$ cat src/include/rbt_pkg.sv
// shared constants, types and decode function for the registered transceiver
package rbt_pkg;
   localparam int DATA_W = 8;
   localparam int ADDR_W = 4;
   localparam int BUS_W  = 32;
   localparam int CNT_W  = 16;

   typedef enum logic [1:0] {
      RBT_BUF   = 2'h0,
      RBT_FF    = 2'h1,
      RBT_LATCH = 2'h3
   } rbt_mode_e;

   // register byte offsets
   localparam logic [ADDR_W-1:0] CTRL_OFS   = 4'h0;
   localparam logic [ADDR_W-1:0] STATUS_OFS = 4'h4;
   localparam logic [ADDR_W-1:0] COUNT_OFS  = 4'h8;

   // control fields and reset value
   localparam int CTRL_W              = 2;
   localparam int CTRL_BP_RELEASE_BIT = 0;
   localparam int CTRL_CARD_OFF_BIT   = 1;
   localparam logic [CTRL_W-1:0] CTRL_RESET = 2'h0;

   // status fields
   localparam int ST_TX_LSB     = 0;
   localparam int ST_RX_LSB     = 8;
   localparam int ST_TXMODE_LSB = 16;
   localparam int ST_RXMODE_LSB = 18;
   localparam int ST_FB_BIT     = 20;
   localparam int ST_CARDOE_BIT = 21;
   localparam int ST_BPOE_BIT   = 22;

   // capture counter fields
   localparam int CNT_TX_LSB = 0;
   localparam int CNT_RX_LSB = 16;

   function automatic rbt_mode_e rbt_decode_mode(input logic selHi, input logic selLo);
      if (selHi)
         rbt_decode_mode = RBT_LATCH;
      else if (selLo)
         rbt_decode_mode = RBT_FF;
      else
         rbt_decode_mode = RBT_BUF;
   endfunction : rbt_decode_mode
endpackage : rbt_pkg

$ cat src/core/rbt_elem.sv
// one direction's logic element: buffer, rising-edge flip-flop or gated latch
`timescale 1ns/1ps
module rbt_elem (
   // clock and reset
   input  wire logic                      ref_clk,
   input  wire logic                      sys_rst,
   // configuration
   input  wire rbt_pkg::rbt_mode_e        mode,
   input  wire logic                      gateIn,
   // data
   input  wire logic [rbt_pkg::DATA_W-1:0] dataIn,
   output logic      [rbt_pkg::DATA_W-1:0] elemOut,
   output logic                           capturePulse
);
   import rbt_pkg::*;

   logic              gatePrev_ff;
   logic [DATA_W-1:0] store_ff;
   logic [DATA_W-1:0] nxt_store;

   wire isBuf      = (mode == RBT_BUF);
   wire isFf       = (mode == RBT_FF);
   wire isLatch    = (mode == RBT_LATCH);
   wire risingEdge = gateIn & ~gatePrev_ff;
   wire captureNow = (isFf & risingEdge) | (isLatch & gateIn);

   assign nxt_store    = captureNow ? dataIn : store_ff;
   assign capturePulse = isFf & risingEdge;
   // latch is open while the gate is high, buffer never stores
   assign elemOut = (isBuf | (isLatch & gateIn)) ? dataIn : store_ff;

   always_ff @(posedge ref_clk)
   begin
      if (sys_rst)
         gatePrev_ff <= 1'b0;
      else
         gatePrev_ff <= gateIn;
   end

   // data storage deliberately has no reset
   always_ff @(posedge ref_clk)
   begin
      store_ff <= nxt_store;
   end
endmodule : rbt_elem

$ cat src/core/rbt_regs.sv
// avalon-mm register slave: control, status and capture counters
`timescale 1ns/1ps
module rbt_regs (
   // clock and reset
   input  wire logic                         ref_clk,
   input  wire logic                         sys_rst,
   // avalon-mm slave
   input  wire logic [rbt_pkg::ADDR_W-1:0]   avs_address,
   input  wire logic                         avs_read,
   input  wire logic                         avs_write,
   input  wire logic [rbt_pkg::BUS_W-1:0]    avs_writedata,
   output logic      [rbt_pkg::BUS_W-1:0]    avs_readdata,
   output logic                              avs_waitrequest,
   // block side
   input  wire logic [rbt_pkg::BUS_W-1:0]    statusWord,
   input  wire logic [rbt_pkg::BUS_W-1:0]    countWord,
   output logic      [rbt_pkg::CTRL_W-1:0]   ctrlBits,
   output logic                              countClear
);
   import rbt_pkg::*;

   logic              ack_ff;
   logic [BUS_W-1:0]  readdata_ff;
   logic [CTRL_W-1:0] ctrl_ff;

   wire reqActive = avs_read | avs_write;
   wire firstCyc  = reqActive & ~ack_ff;
   wire accept    = reqActive & ack_ff;
   wire hitCtrl   = (avs_address == CTRL_OFS);
   wire hitStatus = (avs_address == STATUS_OFS);
   wire hitCount  = (avs_address == COUNT_OFS);
   // unmapped offsets read zero and ignore writes
   wire [BUS_W-1:0] readSel = hitCtrl   ? {{(BUS_W-CTRL_W){1'b0}}, ctrl_ff} :
                              hitStatus ? statusWord :
                              hitCount  ? countWord : 32'h0;

   // one wait state gives time to register read data
   assign avs_waitrequest = firstCyc;
   assign avs_readdata    = readdata_ff;
   assign ctrlBits        = ctrl_ff;
   assign countClear      = accept & avs_write & hitCount;

   always_ff @(posedge ref_clk)
   begin
      if (sys_rst)
      begin
         ack_ff      <= 1'b0;
         readdata_ff <= 32'h0;
         ctrl_ff     <= CTRL_RESET;
      end
      else
      begin
         ack_ff <= firstCyc;
         if (firstCyc & avs_read)
            readdata_ff <= readSel;
         if (accept & avs_write & hitCtrl)
            ctrl_ff <= avs_writedata[CTRL_W-1:0];
      end
   end
endmodule : rbt_regs

$ cat src/core/rbt_top.sv
// eight-bit inverting registered transceiver with feedback path
//
// Chosen here: the Avalon-MM register port and the placing of the registers.
`timescale 1ns/1ps
module rbt_top (
   // clock and reset
   input  wire logic                       ref_clk,
   input  wire logic                       sys_rst,
   // avalon-mm slave
   input  wire logic [rbt_pkg::ADDR_W-1:0] avs_address,
   input  wire logic                       avs_read,
   input  wire logic                       avs_write,
   input  wire logic [rbt_pkg::BUS_W-1:0]  avs_writedata,
   output logic      [rbt_pkg::BUS_W-1:0]  avs_readdata,
   output logic                            avs_waitrequest,
   // card side
   input  wire logic [rbt_pkg::DATA_W-1:0] cardSideInput,
   output logic      [rbt_pkg::DATA_W-1:0] cardSideOutput,
   output logic                            cardSideOutputOe,
   // backplane port
   input  wire logic [rbt_pkg::DATA_W-1:0] backplaneIn,
   output logic      [rbt_pkg::DATA_W-1:0] backplaneOut,
   output logic                            backplaneOe,
   // element selects
   input  wire logic                       rxElementSelectHi,
   input  wire logic                       rxElementSelectLo,
   input  wire logic                       txElementSelectHi,
   input  wire logic                       txElementSelectLo,
   // clocks or gates of the elements
   input  wire logic                       txClockOrGate,
   input  wire logic                       rxClockOrGate,
   // enables and feedback
   input  wire logic                       cardOutputEnable,
   input  wire logic                       backplaneEnableHighActive,
   input  wire logic                       backplaneEnableLowActive_n,
   input  wire logic                       feedbackSelect
);
   import rbt_pkg::*;

   rbt_mode_e         txMode;
   rbt_mode_e         rxMode;
   logic [DATA_W-1:0] txElemOut;
   logic [DATA_W-1:0] rxElemIn;
   logic [DATA_W-1:0] rxElemOut;
   logic              txCapture;
   logic              rxCapture;
   logic [CTRL_W-1:0] ctrlBits;
   logic              countClear;
   logic [BUS_W-1:0]  statusWord;
   logic [BUS_W-1:0]  countWord;
   logic [CNT_W-1:0]  txCount_ff;
   logic [CNT_W-1:0]  rxCount_ff;
   logic [CNT_W-1:0]  nxt_txCount;
   logic [CNT_W-1:0]  nxt_rxCount;

   // each direction decodes its own select pair
   assign txMode = rbt_decode_mode(txElementSelectHi, txElementSelectLo);
   assign rxMode = rbt_decode_mode(rxElementSelectHi, rxElementSelectLo);

   // feedback taps the transmit element before its inverter
   assign rxElemIn = feedbackSelect ? txElemOut : backplaneIn;

   rbt_elem u_txElem (
      .ref_clk      (ref_clk),
      .sys_rst      (sys_rst),
      .mode         (txMode),
      .gateIn       (txClockOrGate),
      .dataIn       (cardSideInput),
      .elemOut      (txElemOut),
      .capturePulse (txCapture)
   );

   rbt_elem u_rxElem (
      .ref_clk      (ref_clk),
      .sys_rst      (sys_rst),
      .mode         (rxMode),
      .gateIn       (rxClockOrGate),
      .dataIn       (rxElemIn),
      .elemOut      (rxElemOut),
      .capturePulse (rxCapture)
   );

   // outputs are combinational so buffer mode adds no clock of latency
   assign backplaneOut = ~txElemOut;
   assign cardSideOutput = ~rxElemOut;
   // enables only gate drivers; elements keep running underneath
   assign backplaneOe = backplaneEnableHighActive & ~backplaneEnableLowActive_n
                        & ~ctrlBits[CTRL_BP_RELEASE_BIT];
   assign cardSideOutputOe = cardOutputEnable & ~ctrlBits[CTRL_CARD_OFF_BIT];

   // status snapshot of both elements and the pin controls
   always_comb
   begin
      statusWord                                    = '0;
      statusWord[ST_TX_LSB +: DATA_W]               = txElemOut;
      statusWord[ST_RX_LSB +: DATA_W]               = rxElemOut;
      statusWord[ST_TXMODE_LSB +: $bits(rbt_mode_e)] = txMode;
      statusWord[ST_RXMODE_LSB +: $bits(rbt_mode_e)] = rxMode;
      statusWord[ST_FB_BIT]                         = feedbackSelect;
      statusWord[ST_CARDOE_BIT]                     = cardSideOutputOe;
      statusWord[ST_BPOE_BIT]                       = backplaneOe;
   end

   assign countWord = {rxCount_ff, txCount_ff};

   // a capture in the clearing cycle counts as the first one
   function automatic logic [CNT_W-1:0] rbt_next_count(input logic [CNT_W-1:0] cnt,
                                                       input logic             clr,
                                                       input logic             hit);
      logic [CNT_W-1:0] inc;
      inc = {{(CNT_W-1){1'b0}}, hit};
      if (clr)
         rbt_next_count = inc;
      else
         rbt_next_count = CNT_W'(cnt + inc);
   endfunction : rbt_next_count

   assign nxt_txCount = rbt_next_count(txCount_ff, countClear, txCapture);
   assign nxt_rxCount = rbt_next_count(rxCount_ff, countClear, rxCapture);

   always_ff @(posedge ref_clk)
   begin
      if (sys_rst)
      begin
         txCount_ff <= 16'h0;
         rxCount_ff <= 16'h0;
      end
      else
      begin
         txCount_ff <= nxt_txCount;
         rxCount_ff <= nxt_rxCount;
      end
   end

   rbt_regs u_regs (
      .ref_clk         (ref_clk),
      .sys_rst         (sys_rst),
      .avs_address     (avs_address),
      .avs_read        (avs_read),
      .avs_write       (avs_write),
      .avs_writedata   (avs_writedata),
      .avs_readdata    (avs_readdata),
      .avs_waitrequest (avs_waitrequest),
      .statusWord      (statusWord),
      .countWord       (countWord),
      .ctrlBits        (ctrlBits),
      .countClear      (countClear)
   );
endmodule : rbt_top

$ cat config.mk
export PLATFORM = sky130hd
export DESIGN_NAME = rbt_top
export DESIGN_NICKNAME = d
export VERILOG_FILES = /design/src/include/rbt_pkg.sv /design/src/core/rbt_elem.sv /design/src/core/rbt_regs.sv /design/src/core/rbt_top.sv
export SDC_FILE = /design/constraint.sdc
export NUM_CORES = 1
export LEC_CHECK = 0
export ABC_AREA = 1
export BUFFER_PORTS_ARGS = -buffer_cell sky130_fd_sc_hd__buf_2
export CAP_MARGIN = 20
export CORE_MARGIN = 5
export CORE_UTILIZATION = 47
export CTS_CLUSTER_SIZE = 25
export DETAILED_ROUTE_END_ITERATION = 8
export GPL_ROUTABILITY_DRIVEN = 1
export PLACE_DENSITY_LB_ADDON = 0.12
export SLEW_MARGIN = 15
export SYNTH_ARGS = -nofsm -noshare
export SYNTH_HDL_FRONTEND = slang
export SYNTH_SLANG_ARGS = --single-unit
$ cat constraint.sdc
create_clock -name ref_clk -period 1.9 [get_ports ref_clk]
set_input_delay 0.285 -clock ref_clk [delete_from_list [all_inputs] [get_ports ref_clk]]
set_output_delay 0.285 -clock ref_clk [all_outputs]
set_load 0.005 [all_outputs]
Word level (Yosys, flattened, before mapping)

Index checks and enable logic that the tools add are counted.

Add/sub/neg operators: 2
Multiply operators: 0
Divide/modulo/power cells: 0
Magnitude comparators: 0
Eq/ne operators: 6
Shifts and indexed selects: 0
Multiplexer cells: 12
Bitwise operators: 28
Reductions and logical operators: 4

Operators by type and width:

| operator                                            | number |
|---|---|
| 2-to-1 mux 32 bit                                   | 3 |
| adder 16 x 1 -> 16 bit                              | 2 |
| 2-to-1 mux 8 bit                                    | 3 |
| inverter 8 bit                                      | 2 |
| AND 1 bit                                           | 15 |
| inverter 1 bit                                      | 6 |
| OR 1 bit                                            | 5 |
| equality test 2 x 1 -> 1 bit, second input constant | 2 |
| equality test 2 bit, second input constant          | 2 |
| equality test 4 x 3 -> 1 bit, second input constant | 1 |
| equality test 4 bit, second input constant          | 1 |
| zero test 2 bit                                     | 2 |
| zero test 4 bit                                     | 1 |
| 2-to-1 mux 1 bit                                    | 4 |
| 2-to-1 mux 2 bit                                    | 2 |
| OR reduction 2 bit                                  | 1 |

Register bits: 85
Bits in latches: 0
Memory bits (writable): 0
ROM bits: 0
Bits of input ports: 66
Output and inout port bits: 51
Word-level logic and storage cells: 63
Memories: 0

Logic depth before layout (Yosys ltp)

Word-level depth: 10
Mapped depth: 14
Gate-level depth less buffers: 14

Modules after synthesis

From an unflattened synthesis, not the netlist that was laid out.

Cell total of the unflattened synthesis: 653
Area, all modules: 4551.9 µm²

Modules (own cells, without submodules):

| module   | times used | cells each | area an instance (µm²) | seq. area each (µm²) |
|---|---|---|---|---|
| rbt_top  | 1          | 284        | 1864.3                 | 640.6 |
| rbt_regs | 1          | 283        | 1829.3                 | 700.7 |
| rbt_elem | 2          | 43         | 429.2                  | 260.2 |

Worst setup path after synthesis

OpenSTA, ideal clock, no wires.

Path kind: input port to flip-flop
From: input port txElementSelectHi
To: register txCount_ff[12]
Setup time: 0.070 ns
Data arrival time: 1.801 ns
Data required time: 1.830 ns
Path slack: 0.030 ns
Stages on the path: 13
Buffers on the path: 0
Path through: inv_2 nand2_2 nor3_1 ha_1 ha_1 nand2_1 inv_1 nand3_1 nor2_1 nand2_1 nor2_1 o21ai_2 a21oi_1

Cells in the longest elaborated chain, start to end: 4

Ends and longest elaborated chain:

| item                         | RTL line       | RTL |
|---|---|---|
| start: declaration           | rbt_top.sv:27  | `input wire logic txElementSelectHi,` |
| 2-to-1 mux 2 bit             | rbt_pkg.sv:39  | `if (selHi)` |
| equality test 2 x 1 -> 1 bit | rbt_elem.sv:22 | `wire isFf = (mode == RBT_FF);` |
| AND 1 bit                    | rbt_elem.sv:28 | `assign capturePulse = isFf & risingEdge;` |
| adder 16 x 1 -> 16 bit       | rbt_top.sv:115 | `rbt_next_count = CNT_W'(cnt + inc);` |
| end signal: assignment       | rbt_top.sv:130 | `txCount_ff <= nxt_txCount;` |
| end: declaration             | rbt_top.sv:51  | `logic [CNT_W-1:0] txCount_ff;` |

No other way between the ends.
A chain may end at the register's enable or synchronous reset.

Final worst setup path

From: register u_rxElem.gatePrev_ff
To: register rxCount_ff[14]

Cells in the longest elaborated chain, start to end: 4

Ends and longest elaborated chain:

| item                     | RTL line       | RTL |
|---|---|---|
| start: declaration       | rbt_elem.sv:17 | `logic gatePrev_ff;` |
| start signal: assignment | rbt_elem.sv:37 | `gatePrev_ff <= gateIn;` |
| inverter 1 bit           | rbt_elem.sv:24 | `wire risingEdge = gateIn & ~gatePrev_ff;` |
| AND 1 bit                | rbt_elem.sv:24 |  |
| AND 1 bit                | rbt_elem.sv:28 |  |
| adder 16 x 1 -> 16 bit   | rbt_top.sv:115 |  |
| end signal: assignment   | rbt_top.sv:131 | `rxCount_ff <= nxt_rxCount;` |
| end: declaration         | rbt_top.sv:52  | `logic [CNT_W-1:0] rxCount_ff;` |

No other way between the ends.

==> flow_summary.ini <==
[floorplanning]
io_pins = 117
die_area_um2 = 10800
die-height_um = 104
die_w_um = 104
rows = 34
core_area_um2 = 8640
initial_utilization_pct = 47.9

[sta]
clock_skew_ns = 0.0145
whs_ns = 0.116
rsz0062_at_grt = yes
setup_ws_ns = -0.0526
tightest_slew_ns = 0.474
fin_crit_ns = 1.95
fmax_ghz = 0.512
period_share_pct = 103
setup_violations = 5
final-max-slew-violation-count = 0
setup_tns_ns = -0.168
slew_headroom_pct = 68.2
final_hold_viol_count = 0

[worst_setup_path]
path_delay_family = simple AND/OR/NAND/NOR gates
cp_cell_sequence = nor4_4 -> buf_4 -> ha_4 -> ha_4 -> nand2_2 -> inv_2 -> nand2_4 -> nor3_4 -> nand2_2 -> nor2_2 -> nand2_1 -> a21oi_2
critPathLaunchType = flop
path_max_fanout = 4
critPathSlowestCell = dfxtp_2
cp.arrival_ns = 2.25
max_stage_delay_ns = 0.34
r2r_slack_ns = -0.05
ff2ff_path_depth = 12
r2r-start = u_rxElem.gatePrev_ff
reg2reg_to = rxCount_ff[14]
required_ns = 2.20
endpoint_kind = flop
worst-path-buf-inv = 2
path_class = reg -> reg

[synthesis]
async_reset_ff_share_pct = 0
synth.avg_cell_area_um2 = 7.59
synth.distinct_cells = 39
synth_top_family_by_area = simple AND/OR/NAND/NOR gates
yosys-top-cells-count = nand2_1 (131), dfxtp_1 (69), inv_1 (58), a21oi_1 (51), nand3_1 (51)
synthAdderAreaFrac_pct = 1.51
netlist_area_um2 = 4140
synth_top_area_share_pct = 33.4
synth_fp_nets = 616
ys_top_cells_by_area = dfxtp_1 (33%), nand2_1 (12%), edfxtp_1 (12%)
synthSimpleGateAreaFrac_pct = 32.6
synth_mux_area_share_pct = 0
ys_warn_count = 0
synth-edff-count = 16
ys_seq_elements = 85
synthCells = 545
yosysTopAreaCell = dfxtp_1
synth_xor_area_share_pct = 0.212
ys.flop_type = dfxtp_1
synth_compound_area_share_pct = 12.6
ys_seq_area_share_pct = 45.0
synth_most_common_cell = nand2_1

[job]
maxCapViolCount = 0

[routing]
initialDrtViolationCount = 123
wl_mm = 11.1
dr_total_vias = 3893
ant_nets = 0
wl_per_cell_um = 14.4
drc_errors = 0
drt-vias-per-instance = 5.08
first_pass_iters = 4

[global_route]
grt_pass1_wl_mm = 17.8
grt_max_degree = 36
busiest_layer = met2
grt_pass1_vias = 3761
met1_usage_pct = 27.5
grt_antenna_before_repair = 0
grt_use_met3_pct = 3.61
met2_usage_pct = 31.7
overflow = 0
grt_use_total_pct = 20.1

[layout]
postLayoutCoreUtil_pct = 59.4
insertedDiodeCount = 0
multi_input_area_um2 = 2060
seq_area_um2 = 1860
syn2layout_area_growth_pct = 24.0
n_fill_cell = 827
final_area_um2 = 5130
instances_no_fill = 767
nets = 725
drive_gt1_share_pct = 29.1

[worst_hold_path]
hold_start = cardSideInput[2]
hp-class = in -> reg
min_to = u_txElem.store_ff[2]
hold_depth = 1

[place]
port_buffers = 86
post-place-ws_ns = -0.194
gp_congestion = 0.875
placed_area_um2 = 4790
dpl.cell_count = 747
dp_hpwl_mm = 8.37

[outcome]
outcome = finished, violations left
violations = setup timing

[cts]
cts_sinks = 85
clkTransAtPathRegs_ns = 0.10
cts_tree = built
cts-htree-levels = 3
cts-root-buf = clkbuf_8
cts_hold_buf = 0
cts_buffer_depth = 2
cts_inserted_buffers = 9
worstSkewPairLatency_ns = 0.36

[power]
p_total_mw = 3.57
p_per_area_nw_per_um2 = 695
leakage_nw = 2.20
irDropWorstVdd_mv = 0.339
## metal layers
layer / vias up / wire (µm)
met4: 0 / 192
met3: 15 / 562
met5: - / 0
met1: 1776 / 5230
met2: 97 / 5080
li1: 2005 / -
## final cells by class
cell class              count  area share, %
repair buffers            113           12.3
multi-input cells         381           40.1
clock buffers              10           2.90
clock inverters             6          0.853
flip-flops and latches     85           36.3
inverters                  64           4.83
well taps                 108           2.63
## registers in the layout, indices dropped and copies added (netlist names)
register and count:
txCount_ff 16, u_regs.ctrlBits 2, u_rxElem.gatePrev_ff 1, rxCount_ff 16, u_txElem.gatePrev_ff 1, u_rxElem.store_ff 8, u_regs.avs_readdata 32, u_regs.ack_ff 1
u_txElem.store_ff 8
## logic make-up after synthesis
family	after synthesis
and+or+nand+nor	281
AOI/OAI and AO/OA	94
DFF	85
buffers and inverters	79
adders and majority gates	5
xor gates and xnor gates	1
## power by group
| part | total, mW | internal (mW) | leakage, nW | switching [mW] |
|---|---|---|---|---|
| Combinational | 0.418 | 0.169 | 1.39 | 0.249 |
| Sequential | 1.89 | 1.88 | 0.709 | 0.0170 |
| Clock | 1.25 | 0.562 | 0.0982 | 0.692 |
## placed cells by master (no fill, tap or decap), types with 2 or more instances in the layout
master | netlist | final
buf_2 | 5 | 86
nand2_2 | 4 | 7
ha_2 | 0 | 2
o21ai_0 | 22 | 19
dfxtp_1 | 69 | 68
buf_4 | 2 | 27
clkbuf_8 | 0 | 9
o22ai_1 | 6 | 6
nor2_2 | 4 | 5
inv_2 | 4 | 6
ha_4 | 0 | 2
nand2_4 | 3 | 4
or2_0 | 3 | 3
nand3_1 | 51 | 50
o21a_1 | 2 | 2
nand2_1 | 131 | 127
edfxtp_1 | 16 | 16
or2_2 | 8 | 8
a31oi_1 | 2 | 2
nor2_4 | 3 | 6
nand3_2 | 1 | 2
inv_1 | 58 | 56
nor3_1 | 10 | 8
a21oi_1 | 51 | 49
o21ai_1 | 1 | 3
nor3_4 | 2 | 2
o21ai_2 | 7 | 8
nor2_1 | 28 | 24
clkinv_2 | 0 | 2
a21oi_2 | 1 | 3
and2_1 | 24 | 24
nor3_2 | 0 | 2
inv_6 | 1 | 3
nand4_1 | 6 | 6
## worst max-delay path by stage
stage,start,end,cells after the start
CTS,u_txElem.gatePrev_ff,txCount_ff[12],12
global placement,rxElementSelectHi,rxCount_ff[14],12
global route,u_rxElem.gatePrev_ff,rxCount_ff[14],12
detailed placement,rxElementSelectHi,rxCount_ff[14],12
floorplan,txElementSelectHi,txCount_ff[12],13
finish,u_rxElem.gatePrev_ff,rxCount_ff[14],12
## what timing repair did
| action | 4_1_cts | 5_1_grt |
|---|---|---|
| setup endpoints to repair | 3 | 15 |
| resized for setup | 3 | 30 |
| pin swaps | 2 | 6 |
| setup buffers | 1 | 4 |
| cloned | 0 | 0 |
No activity file was read; power rests on OpenSTA's default activity.
